**config.mk**
```make
export PLATFORM = sky130hd
export DESIGN_NAME = emp_pins
export DESIGN_NICKNAME = d
export VERILOG_FILES = /design/src/inc/emp_pkg.sv /design/src/rtl/emp_pins.sv
export SDC_FILE = /design/constraint.sdc
export NUM_CORES = 1
export LEC_CHECK = 0
export BUFFER_PORTS_ARGS = -buffer_cell sky130_fd_sc_hd__buf_2
export CORE_MARGIN = 5
export CORE_UTILIZATION = 45
export DETAILED_ROUTE_END_ITERATION = 8
export PLACE_DENSITY_LB_ADDON = 0.25
export SYNTH_ARGS = -nofsm -noshare
export SYNTH_HDL_FRONTEND = slang
export SYNTH_SLANG_ARGS = --single-unit
```
**constraint.sdc**
```tcl
create_clock -name clock_i -period 1.89 [get_ports clock_i]
set_input_delay 0.378 -clock clock_i [delete_from_list [all_inputs] [get_ports clock_i]]
set_output_delay 0.378 -clock clock_i [all_outputs]
set_load 0.03 [all_outputs]
```
**src/inc/emp_pkg.sv**
```systemverilog
// package for the external memory pin interface: widths, encodings, carriers
package emp_pkg;
    // ****************************************
    // widths
    // ****************************************
    localparam int ADDR_W  = 24;
    localparam int DATA_W  = 32;
    localparam int LANES   = 4;
    localparam int SD_BANKS = 2;

    // ****************************************
    // address bit positions
    // ****************************************
    localparam int BA_LO_BIT = 13;
    localparam int BA_HI_BIT = 14;
    localparam int AP_BIT    = 10;

    // ****************************************
    // reset values
    // ****************************************
    localparam logic       STROBE_IDLE = 1'h1;
    localparam logic [3:0] LANE_IDLE   = 4'hf;
    localparam logic [1:0] CS_IDLE     = 2'h3;
    localparam logic [23:0] ADDR_RESET = 24'h000000;
    localparam logic [31:0] DATA_RESET = 32'h00000000;
    localparam logic        CKE_RESET  = 1'h0;

    // bus width encoding
    typedef enum logic [1:0] {
        EMP_W8  = 2'h1,
        EMP_W16 = 2'h2,
        EMP_W32 = 2'h3
    } emp_width_type;

    // sdram internal bank count
    typedef enum logic {
        EMP_BANKS2 = 1'h0,
        EMP_BANKS4 = 1'h1
    } emp_sdbanks_type;

    // sdram command presented by the core
    typedef enum logic [2:0] {
        EMP_SD_NOP   = 3'h0,
        EMP_SD_ACT   = 3'h1,
        EMP_SD_READ  = 3'h2,
        EMP_SD_WRITE = 3'h3,
        EMP_SD_PRE   = 3'h4,
        EMP_SD_REF   = 3'h5,
        EMP_SD_MRS   = 3'h6
    } emp_sdcmd_type;

    // one-cycle access request from the core
    typedef struct packed {
        logic            valid;
        logic            is_sdram;
        logic            sd_bank;
        emp_sdcmd_type   sd_cmd;
        emp_sdbanks_type sd_banks;
        logic [1:0]      sd_ibank;
        logic            auto_pre;
        logic            write;
        emp_width_type   width;
        logic [3:0]      lanes;
        logic [23:0]     addr;
        logic [31:0]     wdata;
    } emp_req_type;

    // pin state
    typedef struct packed {
        logic [23:0] addr;
        logic [31:0] dout;
        logic        dout_en;
        logic [1:0]  sd_cs_n;
        logic        ras_n;
        logic        cas_n;
        logic        we_n;
        logic        oe_n;
        logic [3:0]  be_n;
        logic        cke;
        logic [31:0] rdata;
        logic        rvalid;
        logic        rd_pending;
        logic        bad_width;
    } emp_state_type;
endpackage

```
**src/rtl/emp_pins.sv**
```systemverilog
// pin driver for the external memory interface (static banks and sdram)
`timescale 1ns/1ps
module emp_pins (
    input  wire logic                clock_i,
    input  wire logic                rstn_i,
    input  wire emp_pkg::emp_req_type req_i,
    input  wire logic                cke_req_i,
    input  wire logic [31:0]         external_data_bus_i,
    output logic [23:0]              addr_o,
    output logic [31:0]              external_data_bus_o,
    output logic                     external_data_bus_oe_o,
    output logic [1:0]               sdram_bank_select_n_o,
    output logic                     sdram_row_strobe_n_o,
    output logic                     sdram_column_strobe_n_o,
    output logic                     sdram_clock_enable_o,
    output logic                     shared_write_strobe_n_o,
    output logic                     read_output_enable_n_o,
    output logic [3:0]               byte_write_strobe_n_o,
    output logic [31:0]              rdata_o,
    output logic                     rvalid_o,
    output logic                     bad_width_o
);
    emp_pkg::emp_state_type state;
    emp_pkg::emp_state_type next_state;

    logic                   req_sd;
    logic                   req_st;
    logic                   sd_width_ok;
    logic                   sd_go;
    logic                   req_ok;
    logic                   sd_read;
    logic                   sd_write;
    logic                   sd_bank4;
    logic                   st_write;
    logic                   st_read;
    logic [1:0]             sd_cs_sel_n;
    logic [3:0]             lane_strobe_n;

    // ****************************************
    // request decode
    // ****************************************
    assign req_sd      = req_i.valid && req_i.is_sdram;
    assign req_st      = req_i.valid && !req_i.is_sdram;
    // 8-bit and the reserved code alike are refused for sdram
    assign sd_width_ok = (req_i.width == emp_pkg::EMP_W16) || (req_i.width == emp_pkg::EMP_W32);
    assign sd_go       = req_sd && sd_width_ok;
    assign req_ok      = req_st || sd_go;
    // commands other than read and write pass address bit 10 through
    assign sd_read     = (req_i.sd_cmd == emp_pkg::EMP_SD_READ);
    assign sd_write    = (req_i.sd_cmd == emp_pkg::EMP_SD_WRITE);
    assign sd_bank4    = (req_i.sd_banks == emp_pkg::EMP_BANKS4);
    assign st_write    = req_st && req_i.write;
    assign st_read     = req_st && !req_i.write;

    // ****************************************
    // per-bank chip selects and per-lane strobes
    // ****************************************
    // one select per sdram bank; row and column strobes stay shared
    for (genvar bank = 0; bank < emp_pkg::SD_BANKS; bank++) begin
        assign sd_cs_sel_n[bank] = (req_i.sd_bank != 1'(bank));
    end

    // enables arrive active high; static parts see write strobes, sdram sees masks
    for (genvar lane = 0; lane < emp_pkg::LANES; lane++) begin
        assign lane_strobe_n[lane] = ~req_i.lanes[lane];
    end

    // ****************************************
    // next-state logic
    // ****************************************
    always_comb begin
        next_state = state;
        // strobes fall back to idle each cycle unless an access drives them
        next_state.sd_cs_n    = emp_pkg::CS_IDLE;
        next_state.ras_n      = emp_pkg::STROBE_IDLE;
        next_state.cas_n      = emp_pkg::STROBE_IDLE;
        next_state.we_n       = emp_pkg::STROBE_IDLE;
        next_state.oe_n       = emp_pkg::STROBE_IDLE;
        next_state.be_n       = emp_pkg::LANE_IDLE;
        next_state.dout_en    = 1'h0;
        next_state.rvalid     = 1'h0;
        next_state.rd_pending = 1'h0;
        next_state.cke        = cke_req_i;

        // no cas latency is modelled: data is taken one cycle after the strobe
        if (state.rd_pending) begin
            next_state.rdata  = external_data_bus_i;
            next_state.rvalid = 1'h1;
        end

        // a refused access leaves every pin idle and only raises the flag
        if (req_i.valid) begin
            next_state.bad_width = !req_ok;
        end

        // the address holds between accesses so the pins do not toggle needlessly
        if (req_ok) begin
            next_state.addr = req_i.addr;
        end

        // command spacing (activate to read and the like) is the requester's job
        if (sd_go) begin
            next_state.addr[emp_pkg::BA_LO_BIT] = req_i.sd_ibank[0];
            // two-bank parts leave bit 14 for the row/column map
            if (sd_bank4) begin
                next_state.addr[emp_pkg::BA_HI_BIT] = req_i.sd_ibank[1];
            end
            if (sd_read || sd_write) begin
                next_state.addr[emp_pkg::AP_BIT] = req_i.auto_pre;
            end
            next_state.sd_cs_n = sd_cs_sel_n;
            case (req_i.sd_cmd)
                emp_pkg::EMP_SD_ACT: begin
                    next_state.ras_n = 1'h0;
                end
                emp_pkg::EMP_SD_READ: begin
                    next_state.cas_n      = 1'h0;
                    next_state.oe_n       = 1'h0;
                    next_state.be_n       = lane_strobe_n;
                    next_state.rd_pending = 1'h1;
                end
                emp_pkg::EMP_SD_WRITE: begin
                    next_state.cas_n   = 1'h0;
                    next_state.we_n    = 1'h0;
                    next_state.be_n    = lane_strobe_n;
                    next_state.dout    = req_i.wdata;
                    next_state.dout_en = 1'h1;
                end
                emp_pkg::EMP_SD_PRE: begin
                    // bit 10 goes out as given: high closes every bank
                    next_state.ras_n = 1'h0;
                    next_state.we_n  = 1'h0;
                end
                emp_pkg::EMP_SD_REF: begin
                    next_state.ras_n = 1'h0;
                    next_state.cas_n = 1'h0;
                end
                emp_pkg::EMP_SD_MRS: begin
                    next_state.ras_n = 1'h0;
                    next_state.cas_n = 1'h0;
                    next_state.we_n  = 1'h0;
                end
                default: begin
                    // nop and unused codes select no bank
                    next_state.sd_cs_n = emp_pkg::CS_IDLE;
                end
            endcase
        end

        // static write: data and lane strobes stand for one cycle
        if (st_write) begin
            next_state.dout    = req_i.wdata;
            next_state.dout_en = 1'h1;
            next_state.be_n    = lane_strobe_n;
            // 8-bit and 32-bit static parts see only the byte strobes; only 16-bit drives the shared write strobe
            next_state.we_n    = (req_i.width == emp_pkg::EMP_W16) ? 1'h0 : 1'h1;
        end

        // static read: the bus is sampled at the edge that ends the strobe
        if (st_read) begin
            next_state.oe_n       = 1'h0;
            next_state.rd_pending = 1'h1;
        end
    end

    // ****************************************
    // registers
    // ****************************************
    // sync reset parks every strobe high and drops any read in flight
    always_ff @(posedge clock_i) begin
        if (!rstn_i) begin
            state.addr       <= emp_pkg::ADDR_RESET;
            state.dout       <= emp_pkg::DATA_RESET;
            state.dout_en    <= 1'h0;
            state.sd_cs_n    <= emp_pkg::CS_IDLE;
            state.ras_n      <= emp_pkg::STROBE_IDLE;
            state.cas_n      <= emp_pkg::STROBE_IDLE;
            state.we_n       <= emp_pkg::STROBE_IDLE;
            state.oe_n       <= emp_pkg::STROBE_IDLE;
            state.be_n       <= emp_pkg::LANE_IDLE;
            state.cke        <= emp_pkg::CKE_RESET;
            state.rdata      <= emp_pkg::DATA_RESET;
            state.rvalid     <= 1'h0;
            state.rd_pending <= 1'h0;
            state.bad_width  <= 1'h0;
        end else begin
            state <= next_state;
        end
    end

    // ****************************************
    // pins
    // ****************************************
    assign addr_o                  = state.addr;
    assign external_data_bus_o     = state.dout;
    assign external_data_bus_oe_o  = state.dout_en;
    assign sdram_bank_select_n_o   = state.sd_cs_n;
    assign sdram_row_strobe_n_o    = state.ras_n;
    assign sdram_column_strobe_n_o = state.cas_n;
    assign sdram_clock_enable_o    = state.cke;
    assign shared_write_strobe_n_o = state.we_n;
    assign read_output_enable_n_o  = state.oe_n;
    assign byte_write_strobe_n_o   = state.be_n;
    assign rdata_o                 = state.rdata;
    assign rvalid_o                = state.rvalid;
    assign bad_width_o             = state.bad_width;
endmodule

```
Word-level counts from Yosys, hierarchy flattened
Index checks and enable logic that the tools add are counted.
{"block": "totals", "reg_bits": 103, "output_inout_bits": 102, "elab_cells": 73}
{"block": "classes", "eq_ne": 8, "n_mux": 22, "n_bitwise": 5, "reduce_logical": 22}
{"operator": "two-way mux 33 bit", "count": 2}
{"operator": "two-way mux 43 bit", "count": 1}
{"operator": "two-way mux 15 bit", "count": 1}
{"operator": "two-way mux 1 bit", "count": 14}
{"operator": "== test 3 bit, second input constant", "count": 3}
{"operator": "two-way mux 4 bit", "count": 2}
{"operator": "OR reduction 4 bit", "count": 2}
{"operator": "== test 3 x 2 -> 1 bit, second input constant", "count": 2}
{"operator": "nonzero test 2 bit", "count": 3}
{"operator": "OR reduction 6 bit", "count": 1}
{"operator": "logical AND 1 bit", "count": 5}
{"operator": "inverter 1 bit", "count": 5}
{"operator": "== test 2 bit, second input constant", "count": 2}
{"operator": "two-way mux 2 bit", "count": 2}
{"operator": "AND reduction 2 bit", "count": 2}
{"operator": "== test 3 x 1 -> 1 bit, second input constant", "count": 1}
{"operator": "logical NOT 1 bit", "count": 3}
{"operator": "logical OR 1 bit", "count": 3}
{"operator": "AND reduction 3 bit", "count": 1}
{"operator": "OR reduction 3 bit", "count": 1}
{"operator": "OR reduction 2 bit", "count": 1}

Depth between registers and ports, before layout
{"block": "logic_depth", "ltp_word": 7, "depth_mapped": 6}

Worst setup path after synthesis
Ideal clock, no wire load.
{"block": "synth_timing", "kind": "input -> register", "start": "input port req_i[71] (netlist bit)", "end": "register state (netlist bit external_data_bus_o[10])", "arrival_ns": 1.175, "required_ns": 1.770, "path_slack_ns": 0.596, "cell_stages": 6, "path_buffers": 3, "cell_sequence": "buf_4 nand3b_1 o21a_1 buf_6 buf_6 mux2i_1"}
{"block": "synth_via", "elab_chain_cells": 5, "word_cells_on_any_way": 9, "cone_classes": "1 x mux; 8 x reduce/logical"}
{"element": "start: declaration", "line": "emp_pins.sv:6", "text": "input wire emp_pkg::emp_req_type req_i,"}
{"element": "logical NOT 1 bit", "line": "emp_pins.sv:43", "text": "assign req_st = req_i.valid && !req_i.is_sdram;"}
{"element": "logical AND 1 bit", "line": "emp_pins.sv:43"}
{"element": "logical AND 1 bit", "line": "emp_pins.sv:52", "text": "assign st_write = req_st && req_i.write;"}
{"element": "nonzero test 2 bit (no source line)"}
{"element": "AND reduction 2 bit (no source line)"}
{"element": "end signal: assignment", "line": "emp_pins.sv:187", "text": "state <= next_state;"}
{"element": "end: declaration", "line": "emp_pins.sv:23", "text": "emp_pkg::emp_state_type state;"}
Parallel ways exist; a longest one is shown, timed or not.
A chain may end at the register's enable or synchronous reset.

Final worst setup path
{"block": "layout_timing", "start": "register state (netlist bit addr_o[10])", "end": "output port addr_o[10]"}
{"element": "end: declaration", "line": "emp_pins.sv:9", "text": "output logic [23:0] addr_o,"}
No word-level cell between the ends.

==> metrics.sh <==
SYNTHESIS.INSTANCES=413
M1WIRELENGTH_UM=4040
NETS=715
SYN-CELL-AREA_MM2=0.00391
ROUTED_WIRE_LENGTH_PER_INSTANCE_UM=13.7
HOLD_BUFFERS=0
DRT_DRC_VIOLATIONS_LEFT=0
NFILLCELLS=774
CLK_TRANSITION_REPORTED_PATHS_NS=0.10
PLACE.PORT_BUFFERS=209
POWER.TOTAL_mW=4.37
POWER.STATIC_LEAKAGE_nW=2.60
FINAL-INSTANCE-COUNT-EXCL-FILL=720
HPWL_UM=7280
POST_ROUTE_CELLS_DRIVE_ABOVE_1_SHARE=0.384
DIE-WIDTH_UM=103
WORST_IR_DROP_VDD_V=0.000371
RSZ_0062_RAISED_AFTER_GLOBAL_ROUTING='false'
SYNTHESIS.YOSYS.WARNINGS=0
CTS-BUFFERS-INSERTED=9
SLEW_VIOL_FINAL=0
SYNTHDISTINCTLIBCELLS=33
SLEW_HEADROOM=0.651
FIRST_GLOBAL_VIAS=3291
CELLS_ALONG_THE_CRITICAL_PATH='buf_2'
DRT_WL_TOTAL_UM=9840
YS_FF_LATCH=103
CRITICAL-PATH-SLOWEST-CELL='dfxtp_1'
CLOCK-SINKS=103
CLOCK_SKEW_NS=0.0112
POWER_DENSITY_mW_PER_MM2=834
SYNTH_NETS=521
TIMING.CRITICAL_PATH.ARRIVAL_NS=0.93
ROUTE.ANTENNA.REMAINING_NETS=0
FLOW.AREA_GROWTH_FROM_SYNTHESIS_PCT=33.8
GRT_MAX_DEGREE=68
FP.DIEH_UM=103
HOLDCRITPATHCLASS='primary input to flop'
CLOCK_LATENCY_LATE_SINK_NS=0.36
ENDPOINT_TYPE_OF_THE_WORST_SETUP_PATH='output port'
HOLDWS_NS=0.167
HIGHEST-SIGNAL-LAYER='met4'
GR-TOTAL-OVERFLOW=0
SETUP_TOTAL_NEGATIVE_SLACK_NS=0
VIASPERCELL=4.86
CORE_REGION_AREA_MM2=0.00859
IOPINCOUNT=210
PERIOD_SHARE=0.691
FIRST_PASS_GRT_WIRE_LENGTH_UM=15300
MOSTFREQUENTLAYOUTCELL='buf_2'
DETAILED_ROUTED_WIRE_LENGTH_ON_MET2_UM=4750
DR_TOTAL_VIAS=3499
POSTCTSSETUPBUFFERS=0
CRITICAL_PATH.MAX_FANOUT=2
DRT_ITER0_DRC=121
CPLARGESTDELAYFAMILY='flip-flops'
CTS.PATH.MAX_BUFFERS=2
MOSTFREQUENTLAYOUTCELLS='buf_2 (209), dfxtp_1 (102), nand2_1 (72)'
DRV.MAX_CAP_VIOLATION_COUNT=0
DIE_FOOTPRINT_MM2=0.0107
WORST-ENDPOINT-REQUIRED_NS=1.51
WORST_SETUP_PATH_START_KIND='flop'
MAX_SLEW.WORST_PIN.SLEW_NS=0.524
FINALWEIGHTEDCONGESTION=0.748
SETUP-VIOLATIONS-FINAL=0
CRIT_PATH_MAX_INCR_DELAY_NS=0.36
DIODES=0
STARTING_UTILIZATION_OF_THE_CORE_AREA=0.455
TIMING.FMAX_GHz=0.766
CORE.ROWCOUNT=34
SYNTH_SEQ_AREA_SHARE=0.527
INITIAL_ANTENNA_VIOLATION_COUNT=0
CTS-HTREE-LEVELS=3
KIND_OF_CRITICAL_PATH='flop to output port'
POSTSYNTHAREAPERCELL_UM2=9.48
OUTCOME='finished clean'
GLOBAL_ROUTE.USAGE.TOTAL=0.180
PLACED_CELLS_INCL_TAPS=704
TRITONCTS='yes'
FINAL.MIN_CLOCK_PERIOD_NS=1.31
DR_WL_MET3_UM=928
CLOCK_TREE.ROOT_CELL='clkbuf_8'
WP_BUF_INV=1
TRITONROUTE_PASS_1_ITERS=7
POST_CTS_RESIZED=0
HOLD_VIOLATIONS=0
==> registers in the layout (all words and copies together) (netlist names) <==
register                 flops
read_output_enable_n_o       1
sdram_column_strobe_n_o      1
rdata_o                     32
sdram_row_strobe_n_o         1
external_data_bus_oe_o       1
shared_write_strobe_n_o      1
state                        1
external_data_bus_o         32
addr_o                      24
bad_width_o                  1
sdram_clock_enable_o         1
rvalid_o                     1
byte_write_strobe_n_o        4
sdram_bank_select_n_o        2
==> worst paths after layout <==
check                                        startpoint                  endpoint  slack [ns]  cells past startpoint
worst max-delay path                         addr_o[10]                addr_o[10]        0.58                      1
worst min register to register  external_data_bus_o[30]   external_data_bus_o[30]        0.46                      2
worst min-delay path                          req_i[59]  byte_write_strobe_n_o[3]        0.17                      2
worst max register to register                 state[1]                rdata_o[5]        0.69                      3
==> worst register-to-register path, delay by kind of cell (launching register included) <==
family,cells,cell delay (ns)
buffers and inverters,1,0.43
DFF,1,0.32
muxes,1,0.30
and+or+nand+nor,1,0.05
==> where the power goes <==
part | switching [mW] | internal [mW] | leakage (nW)
combinational | 0.387 | 0.244 | 1.66
sequential | 0.0362 | 2.25 | 0.840
clock | 0.778 | 0.670 | 0.105
total | 1.20 | 3.17 | 2.60
==> through the flow <==
step | utilization | area [um^2] | setup WS, ns
after floorplan | - | 3910 | 0.596
after global placement | 0.585 | 5020 | 0.411
after detailed placement | 0.585 | 5020 | 0.388
after CTS | 0.609 | 5240 | 0.557
after global routing | 0.609 | 5240 | 0.527
final | 0.609 | 5240 | 0.584
==> layout make-up <==
class                      instances  area (um^2)  area share
clock buffer                      10          138      0.0263
clock inverter                     6         75.1      0.0143
sequential                       103         2060       0.394
tap                              108          135      0.0258
timing repair buffer             216         1140       0.217
inverter                           4         15.0     0.00287
multi-input combinational        273         1680       0.320
==> cells in the mapped netlist <==
cell type	instances	share of area
nor3b_1	1	0.0019
a21oi_1	23	0.029
xnor2_1	1	0.0022
a211oi_1	1	0.0019
a31oi_1	1	0.0016
nor2_1	33	0.032
nand4_1	2	0.0032
o31ai_1	1	0.0019
dfxtp_1	103	0.53
o22ai_1	1	0.0016
nand4b_1	1	0.0022
clkbuf_2	1	0.0013
a21o_1	1	0.0019
buf_6	4	0.012
nor2b_1	1	0.0016
nand2_1	72	0.069
o32a_1	1	0.0026
buf_1	5	0.0048
o21ai_0	26	0.033
inv_1	4	0.0038
nand3b_1	25	0.048
buf_2	5	0.0064
a221oi_1	1	0.0022
nand3_1	1	0.0013
and2_1	2	0.0032
nor3_1	4	0.0051
and3_1	1	0.0016
o211a_1	1	0.0026
mux2i_1	64	0.16
nand2b_1	6	0.0096
clkbuf_1	17	0.016
o21a_1	2	0.0038
buf_4	1	0.0019
==> routing by layer <==
layer,vias to the layer above,global-route usage
met5,-,0
met4,0,0.0558
met3,9,0.0590
met2,131,0.303
met1,1581,0.218
li1,1778,-
==> cell families (layout without fill, tap and decap cells) <==
logic type	after synthesis	in the layout	synth area share
AOI/OAI and AO/OA	59	59	0.0828
xor gates and xnor gates	1	1	0.00224
buffers and inverters	37	236	0.0460
DFF	103	103	0.527
muxes	64	64	0.164
and+or+nand+nor	149	149	0.178
Note: power is estimated with default switching activity, not from simulation.
